$ cat src/hw/aoi_params.svh
// Constants for the four-channel analog output process image and register bank.
// Assumes inclusion by bare name from the register bank and the bench.
`ifndef AOI_PARAMS_SVH
`define AOI_PARAMS_SVH
`define AOI_RAW_CODE      6'h05
`define AOI_DIAG          6'h06
`define AOI_CMD           6'h07
`define AOI_TYPE_CODE     6'h08
`define AOI_FW_VER        6'h09
`define AOI_SHIFT_LAYOUT  6'h0a
`define AOI_CHAN_COUNT    6'h0b
`define AOI_MIN_LEN       6'h0c
`define AOI_DATA_STRUCT   6'h0d
`define AOI_ALIGN         6'h0f
`define AOI_HW_VER        6'h10
`define AOI_HW_OFS        6'h11
`define AOI_HW_GAIN       6'h12
`define AOI_F_OFS         6'h13
`define AOI_F_GAIN        6'h14
`define AOI_F_PON         6'h15
`define AOI_UNLOCK        6'h1f
`define AOI_FEATURE       6'h20
`define AOI_U_OFS         6'h21
`define AOI_U_GAIN        6'h22
`define AOI_U_PON         6'h23
`define AOI_UNLOCK_KEY    16'h1235
`define AOI_RST_LAYOUT    16'h0218
`define AOI_RST_CHANS     16'h0218
`define AOI_RST_MINLEN    16'h9800
`define AOI_RST_STRUCT    16'h0000
`define AOI_RST_F_GAIN    16'h0020
`define AOI_RST_FEATURE   16'h0006
`define AOI_RST_U_GAIN    16'h0100
`define AOI_RST_ZERO      16'h0000
`define AOI_DAC_BITS      12
`endif

$ cat src/hw/aoi_pkg.sv
// Types shared by the analog output process image block.
// Assumes the parameter header is on the include path.
package aoi_pkg;
    typedef logic [15:0] aoi_word_t;
    typedef logic [5:0]  aoi_addr_t;
    typedef enum logic [1:0] {
        AOI_MAP_PLAIN,
        AOI_MAP_FULL_PACKED,
        AOI_MAP_FULL_ALIGNED
    } aoi_map_t;
endpackage

$ cat src/hw/aoi_regs.sv
// Process image packer and per-channel parameter register bank.
// Assumes coupler-side signals are synchronous to clock; register port is word-wide.
`timescale 1ns/1ns
`include "aoi_params.svh"

// Notes on behaviour
// - Every channel owns a full copy of the parameter register bank.
// - Value low byte holds the least significant part, high byte the most.
// - Byte-order option swaps the two value bytes of each channel, across w0/w1 for a packed even channel.
// - Full mapping adds a control byte out and a status byte back per channel.
// - Plain mapping puts four channel values in words 0 to 3.
// - Full aligned mapping uses two words per channel, eight words in total.
// - Full packed mapping packs two channels into three words, six in total.
// - Raw converter code register shows the 12-bit code sent to the converter.
// - Type and system registers are fixed; writes to them are ignored.
// - Firmware version reads as two ASCII characters, major then minor.
// - Shift register layout register is read-only.
// - Logical channel count register is read-only.
// - Minimum transfer length register reads its fixed value with MSB set.
// - Data structure register reads a fixed layout code.
// - Alignment register is readable and writable volatile storage.
// - Manufacturer parameters are nonvolatile and controller-modifiable.
// - Manufacturer parameter writes are refused unless unlocked first.
// - Diagnostic and command registers are read-only zero.
// - Defaults: factory gain 0x0020, features 0x0006, user gain 0x0100.
// - Terminal type code is fixed and read-only.
// - Only code word 0x1235 lifts write protection.
// - Unlock register reads the code word when unlocked, else zero.
module aoi_regs
    import aoi_pkg::*;
#(
    parameter int        CHANNELS  = 4,                  // Number of output channels.
    parameter aoi_word_t TYPE_CODE = 16'h0abc,           // Arbitrary terminal type value.
    parameter aoi_word_t FW_VER    = 16'h3141            // ASCII major then minor.
) (
    input  wire logic        clock,                      // System clock, 10 MHz.
    input  wire logic        rstn,                       // Asynchronous reset, active low.
    input  wire logic        map_full,                   // Map control and status bytes.
    input  wire logic        map_aligned,                // Word-align each channel.
    input  wire logic        big_endian,                 // Swap the two value bytes of each channel.
    input  wire logic [15:0] out_image [0:7],            // Output image from the coupler.
    input  wire logic        out_valid,                  // One-cycle strobe: out_image is new.
    output logic      [15:0] in_image [0:7],             // Input image to the coupler.
    output logic      [15:0] chan_value [0:3],           // Latched value per channel.
    output logic      [7:0]  channel_control_byte [0:3], // Latched control byte per channel.
    input  wire logic [7:0]  channel_status_byte [0:3],  // Status byte per channel.
    output logic      [11:0] dac_code [0:3],             // Code sent to each converter.
    input  wire logic [1:0]  reg_chan,                   // Register channel select.
    input  wire aoi_addr_t   reg_addr,                   // Register number.
    input  wire logic        reg_wr,                     // One-cycle write strobe.
    input  wire logic        reg_rd,                     // One-cycle read strobe.
    input  wire aoi_word_t   reg_wdata,                  // Write data.
    output aoi_word_t        reg_rdata,                  // Read data, registered.
    output logic             reg_ack                     // Read or write done, one cycle.
);

    // The image tables are sized for four channels only.
    generate
        if (CHANNELS != 4) begin : g_chan_check
            $error("aoi_regs supports exactly four channels");
        end
    endgenerate

    aoi_map_t  map_mode;
    aoi_word_t align_r      [0:3];
    aoi_word_t hw_ver_r     [0:3];
    aoi_word_t hw_ofs_r     [0:3];
    aoi_word_t hw_gain_r    [0:3];
    aoi_word_t f_ofs_r      [0:3];
    aoi_word_t f_gain_r     [0:3];
    aoi_word_t f_pon_r      [0:3];
    aoi_word_t unlock_r     [0:3];
    aoi_word_t feature_r    [0:3];
    aoi_word_t u_ofs_r      [0:3];
    aoi_word_t u_gain_r     [0:3];
    aoi_word_t u_pon_r      [0:3];
    logic      unlocked     [0:3];
    aoi_word_t rdata_nxt;
    logic      wr_param;

    // Mode decode from the coupler's mapping straps.
    always_comb begin
        if (!map_full) begin
            map_mode = AOI_MAP_PLAIN;
        end else if (map_aligned) begin
            map_mode = AOI_MAP_FULL_ALIGNED;
        end else begin
            map_mode = AOI_MAP_FULL_PACKED;
        end
    end

    // Byte order of a value word: low byte is least significant unless swapped.
    function automatic aoi_word_t ord(input aoi_word_t v, input logic be);
        ord = be ? {v[7:0], v[15:8]} : v;
    endfunction

    // Unpack the output image when the coupler strobes it in.
    always_ff @(posedge clock or negedge rstn) begin
        if (!rstn) begin
            for (int i = 0; i < 4; i++) begin
                chan_value[i] <= 16'h0000;
                channel_control_byte[i] <= 8'h00;
            end
        end else if (out_valid) begin
            for (int i = 0; i < 4; i++) begin
                case (map_mode)
                    AOI_MAP_PLAIN: begin
                        chan_value[i] <= ord(out_image[i], big_endian);
                        channel_control_byte[i] <= 8'h00;
                    end
                    AOI_MAP_FULL_ALIGNED: begin
                        channel_control_byte[i] <= out_image[2*i][7:0];
                        chan_value[i] <= ord(out_image[2*i+1], big_endian);
                    end
                    default: begin
                        // Packed: even channel CB low of w0, value straddles w0/w1.
                        if (i[0] == 1'b0) begin
                            channel_control_byte[i] <= out_image[3*(i/2)][7:0];
                            chan_value[i] <= big_endian ?
                                {out_image[3*(i/2)][15:8], out_image[3*(i/2)+1][7:0]} :
                                {out_image[3*(i/2)+1][7:0], out_image[3*(i/2)][15:8]};
                        end else begin
                            channel_control_byte[i] <= out_image[3*(i/2)+1][15:8];
                            chan_value[i] <= ord(out_image[3*(i/2)+2], big_endian);
                        end
                    end
                endcase
            end
        end
    end

    // Build the input image; status bytes take the control byte positions.
    always_ff @(posedge clock or negedge rstn) begin
        if (!rstn) begin
            for (int w = 0; w < 8; w++) begin
                in_image[w] <= 16'h0000;
            end
        end else begin
            for (int w = 0; w < 8; w++) begin
                in_image[w] <= 16'h0000;
            end
            for (int i = 0; i < 4; i++) begin
                case (map_mode)
                    AOI_MAP_PLAIN: begin
                        in_image[i] <= ord(chan_value[i], big_endian);
                    end
                    AOI_MAP_FULL_ALIGNED: begin
                        in_image[2*i] <= {8'h00, channel_status_byte[i]};
                        in_image[2*i+1] <= ord(chan_value[i], big_endian);
                    end
                    default: begin
                        if (i[0] == 1'b0) begin
                            in_image[3*(i/2)] <= big_endian ?
                                {chan_value[i][15:8], channel_status_byte[i]} :
                                {chan_value[i][7:0], channel_status_byte[i]};
                            in_image[3*(i/2)+1][7:0] <= big_endian ? chan_value[i][7:0] : chan_value[i][15:8];
                        end else begin
                            in_image[3*(i/2)+1][15:8] <= channel_status_byte[i];
                            in_image[3*(i/2)+2] <= ord(chan_value[i], big_endian);
                        end
                    end
                endcase
            end
        end
    end

    // Converter code: the top bits of the value; scaling math is outside this block.
    always_ff @(posedge clock or negedge rstn) begin
        if (!rstn) begin
            for (int i = 0; i < 4; i++) begin
                dac_code[i] <= 12'h000;
            end
        end else begin
            for (int i = 0; i < 4; i++) begin
                dac_code[i] <= chan_value[i][15:4];
            end
        end
    end

    // Protection lifts only on the exact key; each channel has its own lock.
    always_comb begin
        for (int i = 0; i < 4; i++) begin
            unlocked[i] = (unlock_r[i] == `AOI_UNLOCK_KEY);
        end
    end

    assign wr_param = reg_wr && unlocked[reg_chan];

    // Volatile alignment and code word registers.
    always_ff @(posedge clock or negedge rstn) begin
        if (!rstn) begin
            for (int i = 0; i < 4; i++) begin
                align_r[i] <= `AOI_RST_ZERO;
                unlock_r[i] <= `AOI_RST_ZERO;
            end
        end else if (reg_wr) begin
            if (reg_addr == `AOI_ALIGN) begin
                align_r[reg_chan] <= reg_wdata;
            end else if (reg_addr == `AOI_UNLOCK) begin
                unlock_r[reg_chan] <= reg_wdata;
            end
        end
    end

    // Parameter bank, modelled as flip-flops standing in for the nonvolatile store.
    always_ff @(posedge clock or negedge rstn) begin
        if (!rstn) begin
            for (int i = 0; i < 4; i++) begin
                hw_ver_r[i] <= `AOI_RST_ZERO;
                hw_ofs_r[i] <= `AOI_RST_ZERO;
                hw_gain_r[i] <= `AOI_RST_ZERO;
                f_ofs_r[i] <= `AOI_RST_ZERO;
                f_gain_r[i] <= `AOI_RST_F_GAIN;
                f_pon_r[i] <= `AOI_RST_ZERO;
                feature_r[i] <= `AOI_RST_FEATURE;
                u_ofs_r[i] <= `AOI_RST_ZERO;
                u_gain_r[i] <= `AOI_RST_U_GAIN;
                u_pon_r[i] <= `AOI_RST_ZERO;
            end
        end else if (wr_param) begin
            if (reg_addr == `AOI_HW_VER) begin
                hw_ver_r[reg_chan] <= reg_wdata;
            end else if (reg_addr == `AOI_HW_OFS) begin
                hw_ofs_r[reg_chan] <= {8'h00, reg_wdata[7:0]};
            end else if (reg_addr == `AOI_HW_GAIN) begin
                hw_gain_r[reg_chan] <= {8'h00, reg_wdata[7:0]};
            end else if (reg_addr == `AOI_F_OFS) begin
                f_ofs_r[reg_chan] <= reg_wdata;
            end else if (reg_addr == `AOI_F_GAIN) begin
                f_gain_r[reg_chan] <= reg_wdata;
            end else if (reg_addr == `AOI_F_PON) begin
                f_pon_r[reg_chan] <= reg_wdata;
            end else if (reg_addr == `AOI_FEATURE) begin
                feature_r[reg_chan] <= reg_wdata;
            end else if (reg_addr == `AOI_U_OFS) begin
                u_ofs_r[reg_chan] <= reg_wdata;
            end else if (reg_addr == `AOI_U_GAIN) begin
                u_gain_r[reg_chan] <= reg_wdata;
            end else if (reg_addr == `AOI_U_PON) begin
                u_pon_r[reg_chan] <= reg_wdata;
            end
        end
    end

    // Read decode; fixed registers have no storage so writes cannot reach them.
    always_comb begin
        if (reg_addr == `AOI_RAW_CODE) begin
            rdata_nxt = {4'h0, dac_code[reg_chan]};
        end else if (reg_addr == `AOI_DIAG || reg_addr == `AOI_CMD) begin
            rdata_nxt = `AOI_RST_ZERO;
        end else if (reg_addr == `AOI_TYPE_CODE) begin
            rdata_nxt = TYPE_CODE;
        end else if (reg_addr == `AOI_FW_VER) begin
            rdata_nxt = FW_VER;
        end else if (reg_addr == `AOI_SHIFT_LAYOUT) begin
            rdata_nxt = `AOI_RST_LAYOUT;
        end else if (reg_addr == `AOI_CHAN_COUNT) begin
            rdata_nxt = `AOI_RST_CHANS;
        end else if (reg_addr == `AOI_MIN_LEN) begin
            rdata_nxt = `AOI_RST_MINLEN;
        end else if (reg_addr == `AOI_DATA_STRUCT) begin
            rdata_nxt = `AOI_RST_STRUCT;
        end else if (reg_addr == `AOI_ALIGN) begin
            rdata_nxt = align_r[reg_chan];
        end else if (reg_addr == `AOI_HW_VER) begin
            rdata_nxt = hw_ver_r[reg_chan];
        end else if (reg_addr == `AOI_HW_OFS) begin
            rdata_nxt = hw_ofs_r[reg_chan];
        end else if (reg_addr == `AOI_HW_GAIN) begin
            rdata_nxt = hw_gain_r[reg_chan];
        end else if (reg_addr == `AOI_F_OFS) begin
            rdata_nxt = f_ofs_r[reg_chan];
        end else if (reg_addr == `AOI_F_GAIN) begin
            rdata_nxt = f_gain_r[reg_chan];
        end else if (reg_addr == `AOI_F_PON) begin
            rdata_nxt = f_pon_r[reg_chan];
        end else if (reg_addr == `AOI_UNLOCK) begin
            rdata_nxt = unlocked[reg_chan] ? unlock_r[reg_chan] : `AOI_RST_ZERO;
        end else if (reg_addr == `AOI_FEATURE) begin
            rdata_nxt = feature_r[reg_chan];
        end else if (reg_addr == `AOI_U_OFS) begin
            rdata_nxt = u_ofs_r[reg_chan];
        end else if (reg_addr == `AOI_U_GAIN) begin
            rdata_nxt = u_gain_r[reg_chan];
        end else if (reg_addr == `AOI_U_PON) begin
            rdata_nxt = u_pon_r[reg_chan];
        end else begin
            rdata_nxt = `AOI_RST_ZERO;
        end
    end

    // Registered read answer and a one-cycle acknowledge for both strobes.
    always_ff @(posedge clock or negedge rstn) begin
        if (!rstn) begin
            reg_rdata <= 16'h0000;
            reg_ack <= 1'b0;
        end else begin
            reg_ack <= reg_rd || reg_wr;
            if (reg_rd) begin
                reg_rdata <= rdata_nxt;
            end
        end
    end

    chk_locked_write: assert property (@(posedge clock) disable iff (!rstn)
        (reg_wr && !unlocked[reg_chan] && reg_addr == `AOI_F_GAIN)
        |=> (f_gain_r[$past(reg_chan)] == $past(f_gain_r[reg_chan])))
        else $error("factory gain changed while locked");

    chk_unlock_read: assert property (@(posedge clock) disable iff (!rstn)
        (reg_rd && reg_addr == `AOI_UNLOCK && !unlocked[reg_chan]) |=> (reg_rdata == 16'h0000))
        else $error("locked code word read not zero");

    chk_key_lifts: assert property (@(posedge clock) disable iff (!rstn)
        (reg_wr && reg_addr == `AOI_UNLOCK && reg_wdata == `AOI_UNLOCK_KEY) |=> unlocked[$past(reg_chan)])
        else $error("key did not lift protection");

    chk_fixed_type: assert property (@(posedge clock) disable iff (!rstn)
        (reg_rd && reg_addr == `AOI_TYPE_CODE) |=> (reg_rdata == TYPE_CODE))
        else $error("type code read wrong");

    chk_diag_zero: assert property (@(posedge clock) disable iff (!rstn)
        (reg_rd && (reg_addr == `AOI_DIAG || reg_addr == `AOI_CMD)) |=> (reg_rdata == 16'h0000))
        else $error("unused register not zero");

    chk_min_len: assert property (@(posedge clock) disable iff (!rstn)
        (reg_rd && reg_addr == `AOI_MIN_LEN) |=> (reg_rdata == 16'h9800))
        else $error("min length read wrong");

    chk_plain_map: assert property (@(posedge clock) disable iff (!rstn)
        (out_valid && !map_full && !big_endian) |=> (chan_value[1] == $past(out_image[1])))
        else $error("plain mapping wrong");

    chk_aligned_cb: assert property (@(posedge clock) disable iff (!rstn)
        (out_valid && map_full && map_aligned) |=> (channel_control_byte[3] == $past(out_image[6][7:0])))
        else $error("aligned control byte wrong");

    chk_raw_code: assert property (@(posedge clock) disable iff (!rstn)
        (reg_rd && reg_addr == `AOI_RAW_CODE) |=> (reg_rdata == {4'h0, $past(dac_code[reg_chan])}))
        else $error("raw code read does not match converter code");

endmodule

$ cat config.mk
export PLATFORM = sky130hd
export DESIGN_NAME = aoi_regs
export DESIGN_NICKNAME = d
export VERILOG_FILES = /design/src/hw/aoi_pkg.sv /design/src/hw/aoi_regs.sv
export VERILOG_INCLUDE_DIRS = /design/src /design/src/hw
export SDC_FILE = /design/constraint.sdc
export NUM_CORES = 2
export LEC_CHECK = 0
export BUFFER_PORTS_ARGS = -buffer_cell sky130_fd_sc_hd__buf_4
export CORE_UTILIZATION = 53
export CTS_CLUSTER_DIAMETER = 50
export DETAILED_ROUTE_END_ITERATION = 7
export GPL_TIMING_DRIVEN = 0
export PLACE_DENSITY = 0.81
export SETUP_SLACK_MARGIN = 0.15
export SKIP_CTS_REPAIR_TIMING = 1
export SLEW_MARGIN = 20
export SYNTH_ARGS = -nofsm -noshare
export SYNTH_HDL_FRONTEND = slang
export SYNTH_SLANG_ARGS = --single-unit
$ cat constraint.sdc
create_clock -name clock -period 4.95 [get_ports clock]
set_input_delay 0.99 -clock clock [delete_from_list [all_inputs] [get_ports clock]]
set_output_delay 0.99 -clock clock [all_outputs]
set_load 0.01 [all_outputs]
==> metrics.md <==
| Metric | Value |
|---|---|
| Run status | `complete, no violations` |
| RSZ-0062 raised after global routing | `no` |
| Setup TNS | `0 ps` |
| Multi-input logic area | `20300 um^2` |
| # IOs | `481` |
| Area grow syn2layout | `19.1%` |
| Reg-to-reg slack, setup | `1130 ps` |
| DRC errors left | `0` |
| Cells after Synth | `3343` |
| Reg2reg end | `u_ofs_r[29]` |
| Fillers | `6439` |
| Routed WL | `176 mm` |
| Ys async rst share | `100%` |
| HPWL Detailed | `130 mm` |
| Register area share after synthesis | `53.1%` |
| Nets | `4103` |
| Largest net degree at the start of global routing | `149` |
| Chip width | `298 um` |
| Final critical-path share of the clock period | `94.7%` |
| Register area | `24700 um^2` |
| Max Buffers Root-to-Sink | `3` |
| Crit Path Max Fanout | `10` |
| DR pass1 iterations | `7` |
| Reg2Reg Launch Point | `unlock_r[56]` |
| Total grt overflow | `0` |
| CTS sink cnt | `985` |
| Die span in y | `298 um` |
| CTS H-tree depth | `3` |
| Crit start category | `primary input` |
| Minimum hold slack | `187 ps` |
| Mapped cell area | `46500 um^2` |
| CTS buffer count | `109` |
| Routed vias/inst | `6.59` |
| Synth cell types | `71` |
| Worst-path clk slew | `60 ps` |
| Die area | `88900 um^2` |
| Share of layout cells above drive strength 1 | `43.0%` |
| Worst hold-check path type | `in -> async` |
| Critical path class | `in -> reg` |
| First-pass GRT wire length | `251 mm` |
| Initial antenna violation count | `26` |
| Max-slew violations | `0` |
| Mean Syn Cell Area | `13.9 um^2` |
| R2R depth | `8` |
| Number of global-route vias before repair | `34.4k` |
| Final hold violation count | `0` |
| Worst skew pair latency | `700 ps` |
| Maximum VDD drop | `0.330 mV` |
| Minimum clock period | `4690 ps` |
| Slew @ Worst Pin | `1230 ps` |
| Clk_skew | `27.3 ps` |
| PortBufs | `438` |
| Num rows | `108` |
| Worst endpoint required time | `5520 ps` |
| ANT nets after route | `0` |
| Dpl cells | `4955` |
| Power Dens Cells | `359 nW/um^2` |
| Relative slew slack | `17.9%` |
| EDFF count, synth | `0` |
| Final Util | `63.7%` |
| Fin cells | `5177` |
| Max-cap viol count | `0` |
| Yosys top cell by area | `dfrtp_1` |
| Routed wire per std cell | `34.0 um` |
| Crit end category | `flip-flop` |
| Pleak | `26.2 nW` |
| Yosys reg bits | `985` |
| Initial Utilization | `53.5%` |
| DRT iter0 DRCs | `4175` |
| Total GRT Usage | `39.5%` |
| Root Buffer | `clkbuf_16` |
| Warning count from the yosys run | `0` |
| Worst EP arrival | `5250 ps` |
| Fmax achieved | `0.213 GHz` |
| Via Count | `34.1k` |
| Global placer's final weighted congestion | `1.01` |
| Share of the synthesized area in the top cell type | `52.2%` |
| Post-synth top flop | `dfrtp_1` |
| TritonCTS clock tree | `done` |
| Core Box Area | `86900 um^2` |
| Top cells by area, synth | `dfrtp_1, mux2_2, mux4_2` |
| CP Launch Point | `reg_chan[1]` |
| Setup Viol. Count Final | `0` |
-- cells by family after synthesis --
group / count (synthesis) / share of synthesized area (%)
AO/OA/AOI/OAI: 431 / 5.75
XOR/XNOR: 4 / 0.0754
buffers and inverters: 340 / 3.29
flip-flops: 985 / 53.1
multiplexers: 1114 / 32.6
other: 1 / 0.00807
AND/OR/NAND/NOR: 468 / 5.24
-- registers in the layout, summed over array words and instances, names as in the netlist, 48 cells and up --
register	cells
align_r	64
u_pon_r	64
chan_value	64
u_gain_r	64
feature_r	64
hw_ver_r	64
in_image	120
f_gain_r	64
f_pon_r	64
u_ofs_r	64
f_ofs_r	64
dac_code	48
unlock_r	64
-- report_power, final --
| part | internal [mW] | switching (mW) |
|---|---|---|
| sequential | 8.45 | 0.462 |
| combinational | 1.04 | 1.50 |
| clock | 4.89 | 3.53 |
-- final cells by class --
type                    count  area share (%)
flip-flops and latches    985            44.5
repair buffers            450            6.51
clock buffers             151            5.74
diodes                     22          0.0994
well taps                1155            2.61
multi-input cells        2025            36.7
inverters                  39           0.264
clock inverters            49           0.990
plain buffers             301            2.53
-- critical path: stages --
cell and delay, ps:
clkbuf_1 320, clkbuf_1 710, buf_1 740, nand3_1 650
nor2_1 980, buf_2 460, mux2_2 390
-- stage by stage --
stage          worst slack [ps]  total power, mW  area [um^2]
2_1_floorplan              1380             9.97        46500
3_3_place_gp              -8580             11.4        51200
3_5_place_dp               -244             11.5        51600
4_1_cts                     433             19.8        55300
5_1_grt                     229             20.3        55400
6_report                    264             19.9        55400
-- cell usage after synthesis (42+ instances only) --
| cell | number |
|---|---|
| a21oi_1 | 147 |
| a22oi_1 | 42 |
| clkbuf_1 | 208 |
| dfrtp_1 | 969 |
| mux2_2 | 630 |
| mux2_4 | 130 |
| mux2i_1 | 150 |
| mux4_2 | 204 |
| nand2_1 | 127 |
| nor2_1 | 171 |
| o21ai_0 | 68 |
| o22ai_1 | 52 |
-- cells in the final DEF (no fill, tap or decap), types with 42 or more instances in the layout --
cell       instances
a21oi_1          147
clkbuf_1         218
mux4_2           204
mux2_4           130
o21ai_0           68
nand2_1          127
clkbuf_16        111
nor2_1           171
mux2i_1          150
o22ai_1           52
mux2_2           630
a22oi_1           42
buf_4            446
dfrtp_1          969
-- worst max-delay path by stage --
stage	to	slack, ps
6_report	align_r[13]	260
5_1_grt	align_r[13]	230
3_5_place_dp	align_r[9]	-240
2_1_floorplan	align_r[10]	1380
4_1_cts	align_r[13]	430
3_3_place_gp	dac_code[15]	-8580
-- layer usage --
layer | up-vias | GRT usage, % | part of all wire, %
met5 | - | 0 | 0.024
met4 | 6 | 26.9 | 8.1
met3 | 643 | 9.80 | 10
met2 | 2349 | 61.6 | 46
met1 | 17700 | 48.7 | 35
li1 | 13500 | - | -
No activity file was read; power rests on OpenSTA's default activity.
